$ cat config.mk
export PLATFORM = sky130hd
export DESIGN_NAME = ios_top
export DESIGN_NICKNAME = d
export VERILOG_FILES = /design/src/ios_pkg.sv /design/src/ios_osc_if.sv /design/src/ios_nco.sv /design/src/ios_top.sv
export VERILOG_INCLUDE_DIRS = /design/src
export SDC_FILE = /design/constraint.sdc
export NUM_CORES = 1
export LEC_CHECK = 0
export CAP_MARGIN = 20
export CORE_MARGIN = 10
export CORE_UTILIZATION = 57
export CTS_BUF_LIST = sky130_fd_sc_hd__clkbuf_16
export CTS_CLUSTER_DIAMETER = 150
export DETAILED_ROUTE_END_ITERATION = 8
export DONT_BUFFER_PORTS = 1
export GPL_ROUTABILITY_DRIVEN = 1
export GPL_TIMING_DRIVEN = 0
export PLACE_DENSITY_LB_ADDON = 0.1
export SLEW_MARGIN = 25
export SYNTH_ARGS = -nofsm -noshare
export SYNTH_HDL_FRONTEND = slang
export SYNTH_SLANG_ARGS = --single-unit
$ cat constraint.sdc
create_clock -name CLK_SYS -period 6.82 [get_ports CLK_SYS]
set_input_delay 1.364 -clock CLK_SYS [delete_from_list [all_inputs] [get_ports CLK_SYS]]
set_output_delay 1.364 -clock CLK_SYS [all_outputs]
set_load 0.005 [all_outputs]
$ cat src/ios_map.svh
// constants of the internal oscillator block: register offsets, field positions, reset values, timing
// assumes the includer works on a 250 MHz system clock and an 8-bit register port
`ifndef IOS_MAP_SVH
`define IOS_MAP_SVH

// register offsets
`define IOS_OFS_CONTROL   8'h8F
`define IOS_OFS_TRIM      8'h90

// osc_control_register fields
`define IOS_SEL_MSB       6
`define IOS_SEL_LSB       4
`define IOS_STABLE_BIT    2
`define IOS_SEL_RESET     3'h0
`define IOS_TRIM_RESET    6'h00
`define IOS_SEL_SLOW      3'h0
`define IOS_SEL_FAST      3'h7

// osc_mode_config_bits codes for the two internal modes
`define IOS_MODE_CLKOUT   3'h4
`define IOS_MODE_ALL_IO   3'h5

// clock rate and settling time
`define IOS_CLK_KHZ       250000
`define IOS_SETTLE_MS     4
`define IOS_SETTLE_CYC    (`IOS_SETTLE_MS * `IOS_CLK_KHZ)

// phase increments: 8 MHz and 31.25 kHz out of 250 MHz on a 32-bit accumulator
`define IOS_FAST_INC      32'h083126E9
`define IOS_SLOW_INC      32'h00083127
// one trim step is 1/256 of the nominal rate, 32 steps give 12.5 percent
`define IOS_TRIM_SHIFT    8

// switch: falling edges of the new source before it is connected
`define IOS_NEW_EDGES     4'h8

`endif

$ cat src/ios_pkg.sv
// types shared by the internal oscillator block
// assumes ios_map.svh supplies the numeric constants
package ios_pkg;

  typedef logic [2:0] ios_sel_t;   // frequency select code
  typedef logic [2:0] ios_mode_t;  // oscillator mode configuration
  typedef logic [5:0] ios_trim_t;  // signed trim value

  // glitch-free switch states
  typedef enum logic [2:0] {
    IOS_RUN      = 3'b001,
    IOS_WAIT_OLD = 3'b010,
    IOS_WAIT_NEW = 3'b100
  } ios_sw_state_t;

endpackage

$ cat src/ios_osc_if.sv
// carrier between the oscillator top and one trimmed source
// assumes one clock domain, CLK_SYS
`timescale 1ns/1ps
interface ios_osc_if;
  import ios_pkg::*;
  logic      run;     // source enabled
  ios_trim_t trim;    // trim value applied to the source
  logic      level;   // square-wave output level
  modport src (input run, input trim, output level);
  modport ctl (output run, output trim, input level);
endinterface

$ cat src/ios_nco.sv
// trimmed oscillator source modelled as a phase accumulator on the system clock
// assumes CLK_SYS is far faster than the produced rate
`timescale 1ns/1ps
`include "ios_map.svh"
module ios_nco #(
  parameter logic [31:0] BASE_INC  = `IOS_FAST_INC,
  parameter bit          TRIM_WRAP = 1'b0
) (
  // clock and reset
  input wire logic CLK_SYS,
  input wire logic RST,
  // source carrier
  ios_osc_if.src   osc
);
  import ios_pkg::*;

  logic [31:0]        acc_q;     // phase accumulator
  logic [31:0]        inc_q;     // increment in use
  logic signed [39:0] scaled;    // nominal times trim
  logic [31:0]        inc_d;     // increment requested by trim
  logic [32:0]        sum;       // accumulator plus carry

  // a zero increment would leave the source stuck, so it is refused at elaboration
  if (BASE_INC == 32'h0) begin : g_bad_inc
    $error("ios_nco: zero increment");
  end

  // linear trim: each step moves the rate by the same fraction
  always_comb begin
    scaled = $signed({8'h00, BASE_INC}) * $signed(osc.trim);
    inc_d  = BASE_INC + 32'(scaled >>> `IOS_TRIM_SHIFT);
  end

  assign sum = {1'b0, acc_q} + {1'b0, inc_q};

  // accumulator; a stopped source sits low and restarts from phase zero
  always_ff @(posedge CLK_SYS or posedge RST) begin
    if (RST) begin
      acc_q <= 32'h0;
    end else if (!osc.run) begin
      acc_q <= 32'h0;
    end else begin
      acc_q <= sum[31:0];
    end
  end

  // new trim: the slow source takes it at its next wrap, well inside 8 of its cycles,
  // the fast one takes it at once, well inside 1 ms
  // no done flag is kept, the core never stalls on it
  always_ff @(posedge CLK_SYS or posedge RST) begin
    if (RST) begin
      inc_q <= BASE_INC;
    end else if (!TRIM_WRAP || sum[32] || !osc.run) begin
      inc_q <= inc_d;
    end
  end

  assign osc.level = acc_q[31];
endmodule

$ cat src/ios_top.sv
// internal oscillator block: fast and slow trimmed sources, postscaler, glitch-free switch,
// stability flag, register port and the two oscillator pins in the internal modes
// assumes inputs synchronous to CLK_SYS and a register master that never waits
`timescale 1ns/1ps
`include "ios_map.svh"
module ios_top #(
  parameter int unsigned SETTLE_CYCLES = `IOS_SETTLE_CYC
) (
  // clock and reset
  input  wire logic             CLK_SYS,
  input  wire logic             RST,
  // register port
  input  wire logic [7:0]       ADDR,
  input  wire logic [7:0]       WDATA,
  input  wire logic             WR,
  input  wire logic             RD,
  output logic      [7:0]       RDATA,
  // configuration and enables
  input  wire ios_pkg::ios_mode_t OSC_MODE,
  input  wire logic             PWRT_EN,
  input  wire logic             WDT_EN,
  input  wire logic             EXT_CLK,
  // clocks out
  output logic                  SYS_CLK,
  output logic                  SLOW_CLK,
  output logic                  INT_ACTIVE,
  // osc_input_pin
  input  wire logic             OSC_IN_PIN_I,
  output logic                  OSC_IN_PIN_O,
  output logic                  OSC_IN_PIN_OE,
  // osc_output_pin
  input  wire logic             OSC_OUT_PIN_I,
  output logic                  OSC_OUT_PIN_O,
  output logic                  OSC_OUT_PIN_OE,
  // port a bits 7 and 6 from and to the port logic
  input  wire logic             PORT_A_BIT7_O,
  input  wire logic             PORT_A_BIT7_OE,
  output logic                  PORT_A_BIT7_I,
  input  wire logic             PORT_A_BIT6_O,
  input  wire logic             PORT_A_BIT6_OE,
  output logic                  PORT_A_BIT6_I
);
  import ios_pkg::*;

  // the settling counter is 24 bits wide; zero would never set the flag and a larger
  // count would be cut short by the load, so both are refused at elaboration
  if (SETTLE_CYCLES < 1 || SETTLE_CYCLES > 32'h00FFFFFF) begin : g_bad_settle
    $error("ios_top: SETTLE_CYCLES out of range");
  end

  // register state
  ios_sel_t      freq_sel_q;     // freq_select_field
  ios_trim_t     trim_q;         // trim_value_field
  logic          stable_q;       // fast_freq_stable_flag
  logic [23:0]   settle_q;       // settling countdown, zero when idle
  logic [7:0]    rdata_q;        // read answer
  logic          wr_ctl;         // write to control register
  logic          wr_trim;        // write to trim register
  logic          leave_slow;     // write that moves away from the slow code
  logic          settle_done;    // countdown expires this cycle

  // sources
  ios_osc_if     fast_if ();     // fast_internal_source carrier
  ios_osc_if     slow_if ();     // slow_internal_source carrier
  logic [5:0]    post_q;         // postscaler binary counter
  logic          fast_prev_q;    // fast level one cycle back
  logic [7:0]    lv;             // level of each selectable output
  logic [7:0]    lv_q;           // the same one cycle back
  logic [7:0]    fall;           // falling edge per output

  // switch
  ios_sw_state_t sw_q;           // switch state
  ios_sel_t      cur_q;          // code now driving the clock
  ios_sel_t      tgt_q;          // code being connected
  logic [3:0]    edges_q;        // falling edges of the target seen
  logic          int_clk_q;      // internal clock output

  // outputs
  logic          internal_mode;  // one of the two internal modes
  logic          sys_clk_q;      // system clock as driven out
  logic [1:0]    quarter_q;      // divide-by-four of system clock
  logic          sys_prev_q;     // system clock one cycle back
  logic          pa7_q;          // sampled input pin
  logic          pa6_q;          // sampled output pin

  // decode of the register port
  assign wr_ctl      = WR && (ADDR == `IOS_OFS_CONTROL);
  assign wr_trim     = WR && (ADDR == `IOS_OFS_TRIM);
  assign leave_slow  = wr_ctl && (freq_sel_q == `IOS_SEL_SLOW)
                       && (WDATA[`IOS_SEL_MSB:`IOS_SEL_LSB] != `IOS_SEL_SLOW);
  assign settle_done = (settle_q == 24'h000001);

  // select field: taken on any write, whatever source is running
  // the requested multiplexer input follows the field at once
  always_ff @(posedge CLK_SYS or posedge RST) begin
    if (RST) begin
      freq_sel_q <= `IOS_SEL_RESET;
    end else if (wr_ctl) begin
      freq_sel_q <= WDATA[`IOS_SEL_MSB:`IOS_SEL_LSB];
    end
  end

  // trim field
  always_ff @(posedge CLK_SYS or posedge RST) begin
    if (RST) begin
      trim_q <= `IOS_TRIM_RESET;
    end else if (wr_trim) begin
      trim_q <= WDATA[5:0];
    end
  end

  // settling countdown on the system clock, a source that never changes rate
  always_ff @(posedge CLK_SYS or posedge RST) begin
    if (RST) begin
      settle_q <= 24'h000000;
    end else if (leave_slow) begin
      settle_q <= 24'(SETTLE_CYCLES);
    end else if (settle_q != 24'h000000) begin
      settle_q <= settle_q - 24'h000001;
    end
  end

  // stability flag: expiry sets it, leaving the slow code clears it;
  // a set and a clear in one cycle keep the set so the event is not lost
  // a switch between two fast codes does not touch it
  always_ff @(posedge CLK_SYS or posedge RST) begin
    if (RST) begin
      stable_q <= 1'b0;
    end else if (settle_done) begin
      stable_q <= 1'b1;
    end else if (leave_slow) begin
      stable_q <= 1'b0;
    end
  end

  // read answer stands for one cycle after the strobe; unmapped reads give zero
  // the master never waits, so the answer is a plain register with no ready handshake
  always_ff @(posedge CLK_SYS or posedge RST) begin
    if (RST) begin
      rdata_q <= 8'h00;
    end else if (RD && ADDR == `IOS_OFS_CONTROL) begin
      rdata_q <= {1'b0, freq_sel_q, 1'b0, stable_q, 2'b00};
    end else if (RD && ADDR == `IOS_OFS_TRIM) begin
      rdata_q <= {2'b00, trim_q};
    end else begin
      rdata_q <= 8'h00;
    end
  end

  assign RDATA = rdata_q;

  // fast source always runs so the postscaler rates exist at any moment
  assign fast_if.run  = 1'b1;
  assign fast_if.trim = trim_q;

  // an idle slow source is stopped to save power and restarts from phase zero
  // slow source runs when selected, being left, or wanted by timer or watchdog
  assign slow_if.run  = (freq_sel_q == `IOS_SEL_SLOW) || (cur_q == `IOS_SEL_SLOW)
                        || (tgt_q == `IOS_SEL_SLOW) || PWRT_EN || WDT_EN;
  assign slow_if.trim = trim_q;                            // trim shared by both sources

  ios_nco #(
    .BASE_INC  (`IOS_FAST_INC),
    .TRIM_WRAP (1'b0)
  ) u_fast (
    .CLK_SYS (CLK_SYS),
    .RST     (RST),
    .osc     (fast_if)
  );

  ios_nco #(
    .BASE_INC  (`IOS_SLOW_INC),
    .TRIM_WRAP (1'b1)
  ) u_slow (
    .CLK_SYS (CLK_SYS),
    .RST     (RST),
    .osc     (slow_if)
  );

  // postscaler: binary count of fast rising edges, bit k divides by 2^(k+1)
  // it is clocked off the fast level, so every derived rate follows the fast trim
  always_ff @(posedge CLK_SYS or posedge RST) begin
    if (RST) begin
      fast_prev_q <= 1'b0;
      post_q      <= 6'h00;
    end else begin
      fast_prev_q <= fast_if.level;
      if (fast_if.level && !fast_prev_q) begin
        post_q <= post_q + 6'h01;
      end
    end
  end

  // selectable outputs by code: 0 slow, 1..6 postscaler 64 down to 2, 7 fast
  assign lv[0] = slow_if.level;
  assign lv[7] = fast_if.level;
  genvar gi;
  generate
    for (gi = 1; gi < 7; gi++) begin : g_post
      assign lv[gi] = post_q[6 - gi];
    end
  endgenerate

  // falling edges of every output, for the switch sequence
  always_ff @(posedge CLK_SYS or posedge RST) begin
    if (RST) begin
      lv_q <= 8'h00;
    end else begin
      lv_q <= lv;
    end
  end

  assign fall = lv_q & ~lv;

  // glitch-free switch: the old clock is parked low at its falling edge, the new one
  // is connected only after eight of its falling edges, so no short pulse escapes
  // limitation: a code rewritten faster than eight new falls keeps the output parked
  always_ff @(posedge CLK_SYS or posedge RST) begin
    if (RST) begin
      sw_q    <= IOS_RUN;
      cur_q   <= `IOS_SEL_RESET;
      tgt_q   <= `IOS_SEL_RESET;
      edges_q <= 4'h0;
    end else begin
      case (sw_q)
        IOS_RUN: begin
          // a new request starts the sequence
          if (freq_sel_q != cur_q) begin
            sw_q <= IOS_WAIT_OLD;
          end
        end
        IOS_WAIT_OLD: begin
          // wait on the falling edge of the running clock
          if (fall[cur_q]) begin
            sw_q    <= IOS_WAIT_NEW;
            tgt_q   <= freq_sel_q;
            edges_q <= 4'h0;
          end
        end
        IOS_WAIT_NEW: begin
          if (freq_sel_q != tgt_q) begin
            // request moved again: count afresh for the latest code
            tgt_q   <= freq_sel_q;
            edges_q <= 4'h0;
          end else if (fall[tgt_q]) begin
            if (edges_q == `IOS_NEW_EDGES - 4'h1) begin
              sw_q  <= IOS_RUN;
              cur_q <= tgt_q;
            end
            edges_q <= edges_q + 4'h1;
          end
        end
        default: begin
          sw_q <= IOS_RUN;
        end
      endcase
    end
  end

  // internal clock level: the running source, or held low while waiting for the new one
  always_ff @(posedge CLK_SYS or posedge RST) begin
    if (RST) begin
      int_clk_q <= 1'b0;
    end else if (sw_q == IOS_WAIT_NEW || (sw_q == IOS_WAIT_OLD && fall[cur_q])) begin
      int_clk_q <= 1'b0;
    end else begin
      int_clk_q <= lv[cur_q];
    end
  end

  // the internal block owns the system clock only in the two internal modes
  // the level is registered: one cycle of lag, but no glitch from the mode mux
  assign internal_mode = (OSC_MODE == `IOS_MODE_CLKOUT) || (OSC_MODE == `IOS_MODE_ALL_IO);

  always_ff @(posedge CLK_SYS or posedge RST) begin
    if (RST) begin
      sys_clk_q <= 1'b0;
    end else if (internal_mode) begin
      sys_clk_q <= int_clk_q;
    end else begin
      sys_clk_q <= EXT_CLK;
    end
  end

  // quarter of the system clock, stepped on its falling edges
  // it counts in every mode, so the first quarter period after a mode change may be short
  always_ff @(posedge CLK_SYS or posedge RST) begin
    if (RST) begin
      sys_prev_q <= 1'b0;
      quarter_q  <= 2'b00;
    end else begin
      sys_prev_q <= sys_clk_q;
      if (sys_prev_q && !sys_clk_q) begin
        quarter_q <= quarter_q + 2'b01;
      end
    end
  end

  // pin inputs handed to the port logic, registered so they are clean data
  // this costs one cycle of latency on port reads of bits 7 and 6
  always_ff @(posedge CLK_SYS or posedge RST) begin
    if (RST) begin
      pa7_q <= 1'b0;
      pa6_q <= 1'b0;
    end else begin
      pa7_q <= OSC_IN_PIN_I;
      pa6_q <= OSC_OUT_PIN_I;
    end
  end

  assign PORT_A_BIT7_I = pa7_q;
  assign PORT_A_BIT6_I = pa6_q;

  // input pin is port bit 7 in both internal modes
  // outside them the external oscillator owns the pin, so it stays undriven here
  assign OSC_IN_PIN_O  = internal_mode ? PORT_A_BIT7_O : 1'b0;
  assign OSC_IN_PIN_OE = internal_mode && PORT_A_BIT7_OE;

  // output pin: quarter clock in clock-out mode port bit 6 in all-io mode
  assign OSC_OUT_PIN_O  = (OSC_MODE == `IOS_MODE_CLKOUT) ? quarter_q[1]
                        : (OSC_MODE == `IOS_MODE_ALL_IO) ? PORT_A_BIT6_O : 1'b0;
  assign OSC_OUT_PIN_OE = (OSC_MODE == `IOS_MODE_CLKOUT)
                        || ((OSC_MODE == `IOS_MODE_ALL_IO) && PORT_A_BIT6_OE);

  // software waits on the flag before trusting the rate
  assign SYS_CLK    = sys_clk_q;
  assign SLOW_CLK   = slow_if.level;
  assign INT_ACTIVE = internal_mode;
endmodule

# ---- Yosys cells after proc, flatten, opt, wreduce, memory -nomap -nowiden
# Cells that the tools add are included.
dict set report totals {
  inputBits 32
  ff_bits 205
  elab_cells 120
  out_inout_bits 17
}
dict set report classes {
  mul 2
  n_reduce_logical 34
  bitwise_logic 3
  n_lt_le_gt_ge 2
  eq_ne 18
  n_addsub 8
  muxes 31
}
# cell n
set ops {}
lappend ops {{$mux 24} 2}
lappend ops {{$mul 29x6->35 const A} 1}
lappend ops {{$add 32x32->33} 1}
lappend ops {{$add 20x32->32 const A} 1}
lappend ops {{$add 28x32->32 const A} 1}
lappend ops {{$add 32x32->32} 1}
lappend ops {{$mux 32} 1}
lappend ops {{$mul 21x6->27 const A} 1}
lappend ops {{$eq 24x1->1 const B} 1}
lappend ops {{$reduce_bool 24->1} 1}
lappend ops {{$sub 24x1->24 const B} 1}
lappend ops {{$mux 3} 7}
lappend ops {{$eq 8x8->1 const B} 2}
lappend ops {{$mux 4} 3}
lappend ops {{$ne 2x2->1 const B} 6}
lappend ops {{$logic_and 1x1->1} 11}
lappend ops {{$mux 1} 10}
lappend ops {{$bmux 1 s3} 3}
lappend ops {{$eq 3x3->1 const B} 3}
lappend ops {{$logic_not 3->1} 3}
lappend ops {{$pmux 3 s3} 1}
lappend ops {{$and 8x8->8} 1}
lappend ops {{$logic_or 1x1->1} 8}
lappend ops {{$lt 3x4->1 const B} 2}
lappend ops {{20 further kinds} 26}

# ---- Depth between registers and ports, before layout
# Gate-level depths: netlist of the first run.
dict set report logic_depth {
  word_depth 7
  ltp_mapped 22
  mapped_depth_nobuf 22
}

# ---- By module
# From an unflattened synthesis of the first run, not the netlist that was laid out.
dict set report hier_totals {
  cells_unflattened 1641
  area_unflattened_um2 15750.1
}
# module seq_area_each_um2 n_inst cells_each area_per_inst_um2
set by_module_without_submodules {}
lappend by_module_without_submodules {{ios_nco at u_fast} 1516.5 1 724 6727.7}
lappend by_module_without_submodules {{ios_nco at u_slow} 1311.3 1 594 5422.7}
lappend by_module_without_submodules {ios_top 1878.1 1 323 3599.7}

# ---- Worst setup path after synthesis of the first run
# No wires, ideal clock.
dict set report synth_path {
  kind {register -> register}
  from {register trim_q[0] (netlist: fast_if.trim[0])}
  to {register u_fast.inc_q[24]}
  required_ns 6.741
  arrival_time_ns 5.264
  path_buffers 0
  path_stages_with_launch 23
  period_less_slack_ns 5.343
  path_slack_ns 1.477
  setup_time_ns 0.079
  path_cell_list {dfrtp_1 inv_1 fa_1 inv_1 fa_1 inv_1 fa_1 inv_1 ha_1 ha_1 a21oi_1 nor2_1 xnor2_1 inv_1 ha_1 a22oi_1 mux2i_1 o311a_1 o211ai_1 a311oi_1 o2111a_1 o21ai_0 xor2_1}
}
dict set report synth_between {
  elab_chain_cells 2
}
# item line
set synth_rtl {}
lappend synth_rtl {{start, declared} ios_top.sv:53} ;# ios_trim_t trim_q;
lappend synth_rtl {{start signal, assigned} ios_top.sv:106} ;# trim_q <= `IOS_TRIM_RESET;
lappend synth_rtl {{start signal, assigned} ios_top.sv:108} ;# trim_q <= WDATA[5:0];
lappend synth_rtl {{$mul 29x6->35} ios_nco.sv:30} ;# scaled = $signed({8'h00, BASE_INC}) * $signed(osc.trim);
lappend synth_rtl {{$add 28x32->32} ios_nco.sv:31} ;# inc_d = BASE_INC + 32'(scaled >>> `IOS_TRIM_SHIFT);
lappend synth_rtl {{named net u_fast.inc_d[24]} ios_nco.sv:20} ;# logic [31:0] inc_d;
lappend synth_rtl {{end signal, assigned} ios_nco.sv:54} ;# inc_q <= inc_d;
lappend synth_rtl {{end, declared} ios_nco.sv:18} ;# logic [31:0] inc_q;
# The timed path passes the listed nets, and every way through them passes these cells.
# A chain may end at the register's enable or synchronous reset.

# ---- Worst setup path in the final report of the first run
dict set report layout_path {
  from {register trim_q[0] (netlist: fast_if.trim[0])}
  to {register u_fast.inc_q[26]}
}
# The elaborated chain is that of the path after synthesis.

==> flow_summary.toml, run 1 <==
[status]
status = "completed"

[clocking]
numCtsBuffers = 17
clock-sinks = 187
hold_buffers = 0
cts.repair.resized = 0
clk_latency_ns = 0.44
cts_tree = "done"
postCtsSetupRepairBufs = 0
h-tree-depth = 4
cts_buffer_depth = 2
clock-root-buffer = "clkbuf_16"
cts.clk_slew.worst_paths_ns = 0.08

[placed_design]
gp_congestion = 0.9068
dp.final_hpwl_um = 20810
io_buffers = 0
dp_cells = 1708

[sta]
maxSlewHeadroom = 0.3405
fin_crit_sh = 0.9160
worst_pin_slew_ns = 0.9817
clock_skew_ns = 0.01439
max_freq_mhz = 160.1
finalSetupViolations = 0
maxSlewViolCount = 0
finalHoldViolCount = 0
fin_crit_ns = 6.247
rsz0062_at_grt = "no"

[synth]
syn-num-nets = 1598
synth_seq_cells = 187
synth_cells = 1387
synth_flop_cell = "dfrtp_1"
syn_avg_cell_area_um2 = 9.706
async_reset_ff_frac = 1.000
ys_types = 76
synth_edf_count = 0
synth_area_um2 = 13460
yosys_warnings = 0
yosysSeqAreaShare = 0.3495

[global_routing]
grt_util_met3 = 0.02614
grt_overflow_total = 0
grt_first_pass_wirelength_um = 47110
busiest_layer = "met2"
met2_usage = 0.3041
grtUsageMet1 = 0.2474
grt_pass1_vias = 9642
grtUsageTotal = 0.1836
grt_max_degree = 73
antenna_found_initial = 0

[route]
drtAntennaViolNets = 0
via_count = 9947
viasPerCell = 5.717
drt-total-wl_um = 27590
wl_per_cell_um = 15.86
drtIter0Drc = 567
drt-pass1-iter-count = 4
route.detailed.drc = 0

[setup_path]
crit_fanout = 10
crit_top_cell = "inv_1"
reg2regPathDepth = 22
critPathLaunchType = "register"
reg2reg_from = "fast_if.trim[0]"
cp_data_arrival_time_ns = 6.61
crit_required_ns = 7.18
max_stage_delay_ns = 0.64
endpoint_kind = "register"
reg2reg_slack_ns = 0.57
critPathKind = "reg -> reg"
slowest_stage = "dfrtp_1"
r2r_end = "u_fast.inc_q[26]"
cp_cell_sequence = "inv_1 -> fa_1 -> inv_1 -> fa_1 -> inv_1 -> fa_1 -> inv_1 -> ha_1 -> ha_1 -> a21oi_1 -> nor2_1 -> xnor2_1 -> inv_1 -> ha_1 -> a22oi_1 -> mux2i_1 -> o311a_1 -> o211ai_1 -> a311oi_1 -> o2111a_1 -> o211ai_1 -> xnor2_1"

[floorplanning]
start_util = 0.5770
core_area_um2 = 23330
ios = 49
die_w_um = 173.7
dieArea_um2 = 30170
rows = 56
die_y_um = 173.7

[pwr]
peakVddDrop_mv = 0.2097
power_w = 0.004535
power_density_nw_per_um2 = 312.1
power_leakage_nw = 7.076

[run]
drv_cap = 0

[final_layout]
areaGrowthSynthToFinish_pct = 7.955
nets = 1619
fin_cells = 1740
drive_gt1_frac = 0.07319
fillers = 2056
antenna_cells = 0

[hold_path]
hold_path_class = "reg -> reg"
min_from = "int_clk_q"
hold_depth = 2
holdPathEnd = "SYS_CLK"
==> stage by stage <==
step / setup slack, ns / setup TNS [ns] / hold slack [ns] / utilization / area [µm²]
after CTS: 0.5556 / 0 / 0.4410 / 0.6229 / 14530
final: 0.5732 / 0 / 0.4406 / 0.6229 / 14530
after floorplan: 0.4053 / 0 / 0.3995 / - / 13460
after detailed placement: 0.6119 / 0 / 0.4268 / 0.5971 / 13930
after global placement: -1.618 / -264.58 / 0.4271 / 0.5941 / 13860
after global routing: 0.05148 / 0 / 0.4667 / 0.6229 / 14530
==> state kept, by name, summed over array words and instances (netlist names), 2 cells and up <==
signal,count
u_fast.acc_q,32
u_slow.acc_q,32
u_fast.inc_q,28
settle_q,24
u_slow.inc_q,20
RDATA,7
lv_q,7
fast_if.trim,6
post_q,6
edges_q,4
cur_q,3
freq_sel_q,3
sw_q,3
tgt_q,3
quarter_q,2
==> Yosys cell counts (all sizes together) (9+ instances only) <==
cell	count	area (µm²)
o211ai	9	67.56
nor2	105	394.1
a21oi	84	420.4
inv	73	274.0
o21a	12	90.09
o31ai	9	67.56
mux2	22	251.5
nor3	37	185.2
clkbuf	33	123.9
xor2	72	630.6
a21o	46	345.3
dfrtp	166	4154
fa	22	440.4
nand2b	16	100.1
xnor2	83	727.0
nand2	81	304.0
and2	20	125.1
dfstp	21	551.8
o21ai	61	309.1
nand3	30	150.1
o21bai	16	120.1
nor2b	24	150.1
nand4	15	93.84
a211oi	11	87.58
ha	157	1964
and3	21	131.4
a31oi	12	81.33
or2	10	62.56
or3	17	106.4
==> per-layer routing <==
layer | vias to the layer above | part of all wire
li1 | 4997 | -
met1 | 4805 | 0.48
met2 | 118 | 0.48
met3 | 27 | 0.025
met4 | 0 | 0.015
met5 | - | 0
==> how the worst max path moves through the flow <==
stage                          from          endpoint  slack [ns]
floorplan                       RST     PORT_A_BIT6_I        0.41
global route        fast_if.trim[0]  u_fast.inc_q[24]        0.05
detailed placement  fast_if.trim[1]  u_fast.inc_q[26]        0.61
global placement                RST   u_fast.acc_q[9]       -1.62
CTS                 fast_if.trim[0]  u_fast.inc_q[26]        0.56
finish              fast_if.trim[0]  u_fast.inc_q[26]        0.57
==> kinds of logic after synthesis <==
kind of cell             after synthesis  share of synthesized area
AO/OA/AOI/OAI                        323                     0.1625
XOR/XNOR                             155                     0.1008
adder cells (fa/ha/maj)              180                     0.1794
buffers and inverters                110                    0.03104
flip-flops                           187                     0.3495
multiplexers                          33                    0.02965
other                                  1                  0.0002785
AND/OR/NAND/NOR                      398                     0.1468
==> final cells by class <==
| cell class | instances | area, µm² | share of cell area |
|---|---|---|---|
| multi-input combinational | 1090 | 8347 | 0.5743 |
| sequential | 187 | 4706 | 0.3238 |
| clock buffer | 17 | 425.4 | 0.02927 |
| tap | 319 | 399.1 | 0.02746 |
| timing repair buffer | 2 | 55.05 | 0.003788 |
| buffer | 37 | 143.9 | 0.009900 |
| clock inverter | 15 | 176.4 | 0.01214 |
| inverter | 73 | 281.5 | 0.01937 |
==> critical path, delay by kind of cell (launching register included) <==
family / cells / cell delay [ns]
mux: 1 / 0.12
compound gates: 7 / 1.92
xor+xnor: 2 / 0.49
buf+inv: 5 / 0.46
fa+ha+maj: 6 / 2.38
simple gates: 1 / 0.14
flops: 1 / 0.64
==> where the power goes <==
group / internal, W / switching [W]
sequential: 0.00147 / 0.000210
clock: 0.000526 / 0.000490
combinational: 0.000834 / 0.00100
==> cell usage in the layout, fill, tap and decap left out, types with 20 or more instances in the layout <==
cell type,count
xor2_1,72
nor3_1,37
nand3_1,30
a21oi_1,84
and2_1,20
fa_1,22
inv_1,72
a21o_1,46
and3_1,21
mux2_2,21
o21ai_0,60
nor2b_1,24
clkbuf_1,33
xnor2_1,83
ha_1,157
dfstp_2,21
nor2_1,105
dfrtp_1,166
nand2_1,81
Power figures use the tool's default switching activity.
==> run 2: changes to the inputs <==
- CORE_ASPECT_RATIO: default -> 1.1
==> flow_summary.toml, run 2 (synthesis results as in run 1) <==
[status]
status = "completed"

[hold_path]
hold_path_class = "reg -> reg"
hold_depth = 0
holdPathEnd = "sys_prev_q"
min_from = "SYS_CLK"

[pwr]
sw_frac_of_total = 0.3753
power_w = 0.004611
power_density_nw_per_um2 = 317.3
clock_power_share = 0.234
p_int_w = 0.002881
peakVddDrop_mv = 0.2452
p_sw_w = 0.001730
seqPwrFrac = 0.367
comb_power_share = 0.399
power_leakage_nw = 7.084

[clocking]
clock-sinks = 187
h-tree-depth = 4
clk_latency_ns = 0.44
numCtsBuffers = 17
clock-root-buffer = "clkbuf_16"
cts_buffer_depth = 2
cts.clk_slew.worst_paths_ns = 0.08
cts_tree = "done"
postCtsSetupRepairBufs = 0

[route]
route.detailed.drc = 0
via_count = 10020
met1_length_um = 13210
dr_wl_met2_um = 13550
drtIter0Drc = 516
drt-pass1-iter-count = 5
viasPerCell = 5.826
top_layer = "met4"
wl_per_cell_um = 16.28
drt-total-wl_um = 27990
drtAntennaViolNets = 0
route.met3.wl_um = 834

[global_routing]
grtUsageTotal = 0.1843
antenna_found_initial = 0
grt_first_pass_wirelength_um = 47490
grt_pass1_vias = 9844
grt_overflow_total = 0
grt_max_degree = 101

[final_layout]
antenna_cells = 0
areaGrowthSynthToFinish_pct = 7.946
nets = 1618
multi_input_area_um2 = 8352
final_cell_mix = "dfrtp_1, ha_1, nor2_1, a21oi_1, xnor2_1"
ff_latch_area_um2 = 4708
final_common_cell = "dfrtp_1"
drive_gt1_frac = 0.07465
reg_top3 = "u_fast.acc_q x32, u_slow.acc_q x32, u_fast.inc_q x28"
fillers = 1970

[setup_path]
critPathLaunchType = "register"
cp.depth = 22
reg2reg_slack_ns = 0.60
crit_top_cell = "inv_1"
cp_top_family = "adder cells"
reg2reg_from = "fast_if.trim[2]"
max_stage_delay_ns = 0.76
cp_cell_sequence = "inv_1 -> fa_1 -> inv_1 -> fa_1 -> inv_1 -> fa_1 -> inv_1 -> ha_1 -> ha_1 -> a21oi_1 -> nor2_1 -> xnor2_1 -> inv_1 -> ha_1 -> a22oi_1 -> mux2i_1 -> o311a_1 -> o211ai_1 -> a311oi_1 -> o2111a_1 -> o21ai_0 -> xor2_1"
slowest_stage = "dfrtp_1"
endpoint_kind = "register"
crit_fanout = 12
critPathKind = "reg -> reg"
r2r_end = "u_fast.inc_q[24]"
crit_required_ns = 7.18
worstPathBufferInverterCount = 5
cp_data_arrival_time_ns = 6.58
reg2regPathDepth = 22

[placed_design]
gp_congestion = 0.8984
io_buffers = 0
dp.final_hpwl_um = 21230
pre_cts_slack_ns = 0.5727

[sta]
max_freq_mhz = 160.8
maxSlewHeadroom = 0.4614
fin_ws_ns = 0.6004
worst_pin_slew_ns = 0.7977
clock_skew_ns = 0.01968
fin_crit_ns = 6.220
maxSlewViolCount = 0
fin_crit_sh = 0.9120
finalHoldViolCount = 0
rsz0062_at_grt = "no"
finalSetupViolations = 0

[floorplanning]
dieArea_um2 = 30170
start_util = 0.5834
rows = 58
die_w_um = 166.5
ios = 49
die_y_um = 181.2
core_area_um2 = 23080

[run]
drv_cap = 0
-- run 2: layer usage --
metal,GRT usage,vias to the layer above
met5,0,-
met4,0.04534,0
met3,0.02865,32
met2,0.3095,138
met1,0.2431,4851
li1,-,4999
-- run 2: stage by stage --
stage	utilization	TNS, ns	cell area, µm²	hold WS, ns	std cells
detailed placement	0.6015	0	13880	0.4270	1688
global route	0.6297	0	14530	0.4629	1720
floorplan	-	0	13460	0.3995	1387
global placement	0.5997	-261.28	13840	0.4308	1687
CTS	0.6294	0	14530	0.4448	1720
finish	0.6297	0	14530	0.4384	1720
-- run 2: timing repair --
item	CTS	global route
endpoints found under the setup margin	0	1
gates resized for setup	0	2
hold buffers	0	0
-- run 2: cell type report --
class	count	share of cell area
clock buffers	17	0.02927
repair buffers	1	0.001894
clock inverters	15	0.01507
multi-input cells	1090	0.5747
plain buffers	37	0.009901
inverters	73	0.01937
flip-flops and latches	187	0.3240
well taps	300	0.02583
-- run 2: how the worst max path moves through the flow --
stage | to | from | slack [ns]
2_1_floorplan | PORT_A_BIT6_I | RST | 0.41
3_3_place_gp | settle_q[8] | RST | -1.60
3_5_place_dp | u_fast.inc_q[24] | fast_if.trim[0] | 0.57
4_1_cts | u_fast.inc_q[24] | fast_if.trim[0] | 0.53
5_1_grt | u_fast.inc_q[24] | fast_if.trim[2] | 0.08
6_report | u_fast.inc_q[24] | fast_if.trim[2] | 0.60
-- run 2: worst register-to-register path: cells and delay by family (launching register included) --
family | cells | cell delay [ns]
flops | 1 | 0.76
simple gates | 1 | 0.14
xor+xnor | 2 | 0.51
buf+inv | 5 | 0.38
compound gates | 7 | 1.93
fa+ha+maj | 6 | 2.29
mux | 1 | 0.12
-- run 2: power groups by stage --
stage	Combinational (W)	Sequential (W)	Clock [W]
finish	0.00184	0.00169	0.00108
global route	0.00210	0.00174	0.00115
CTS	0.00184	0.00170	0.00110
detailed placement	0.00182	0.00171	0
global placement	0.00178	0.00170	0
floorplan	0.00152	0.00164	0
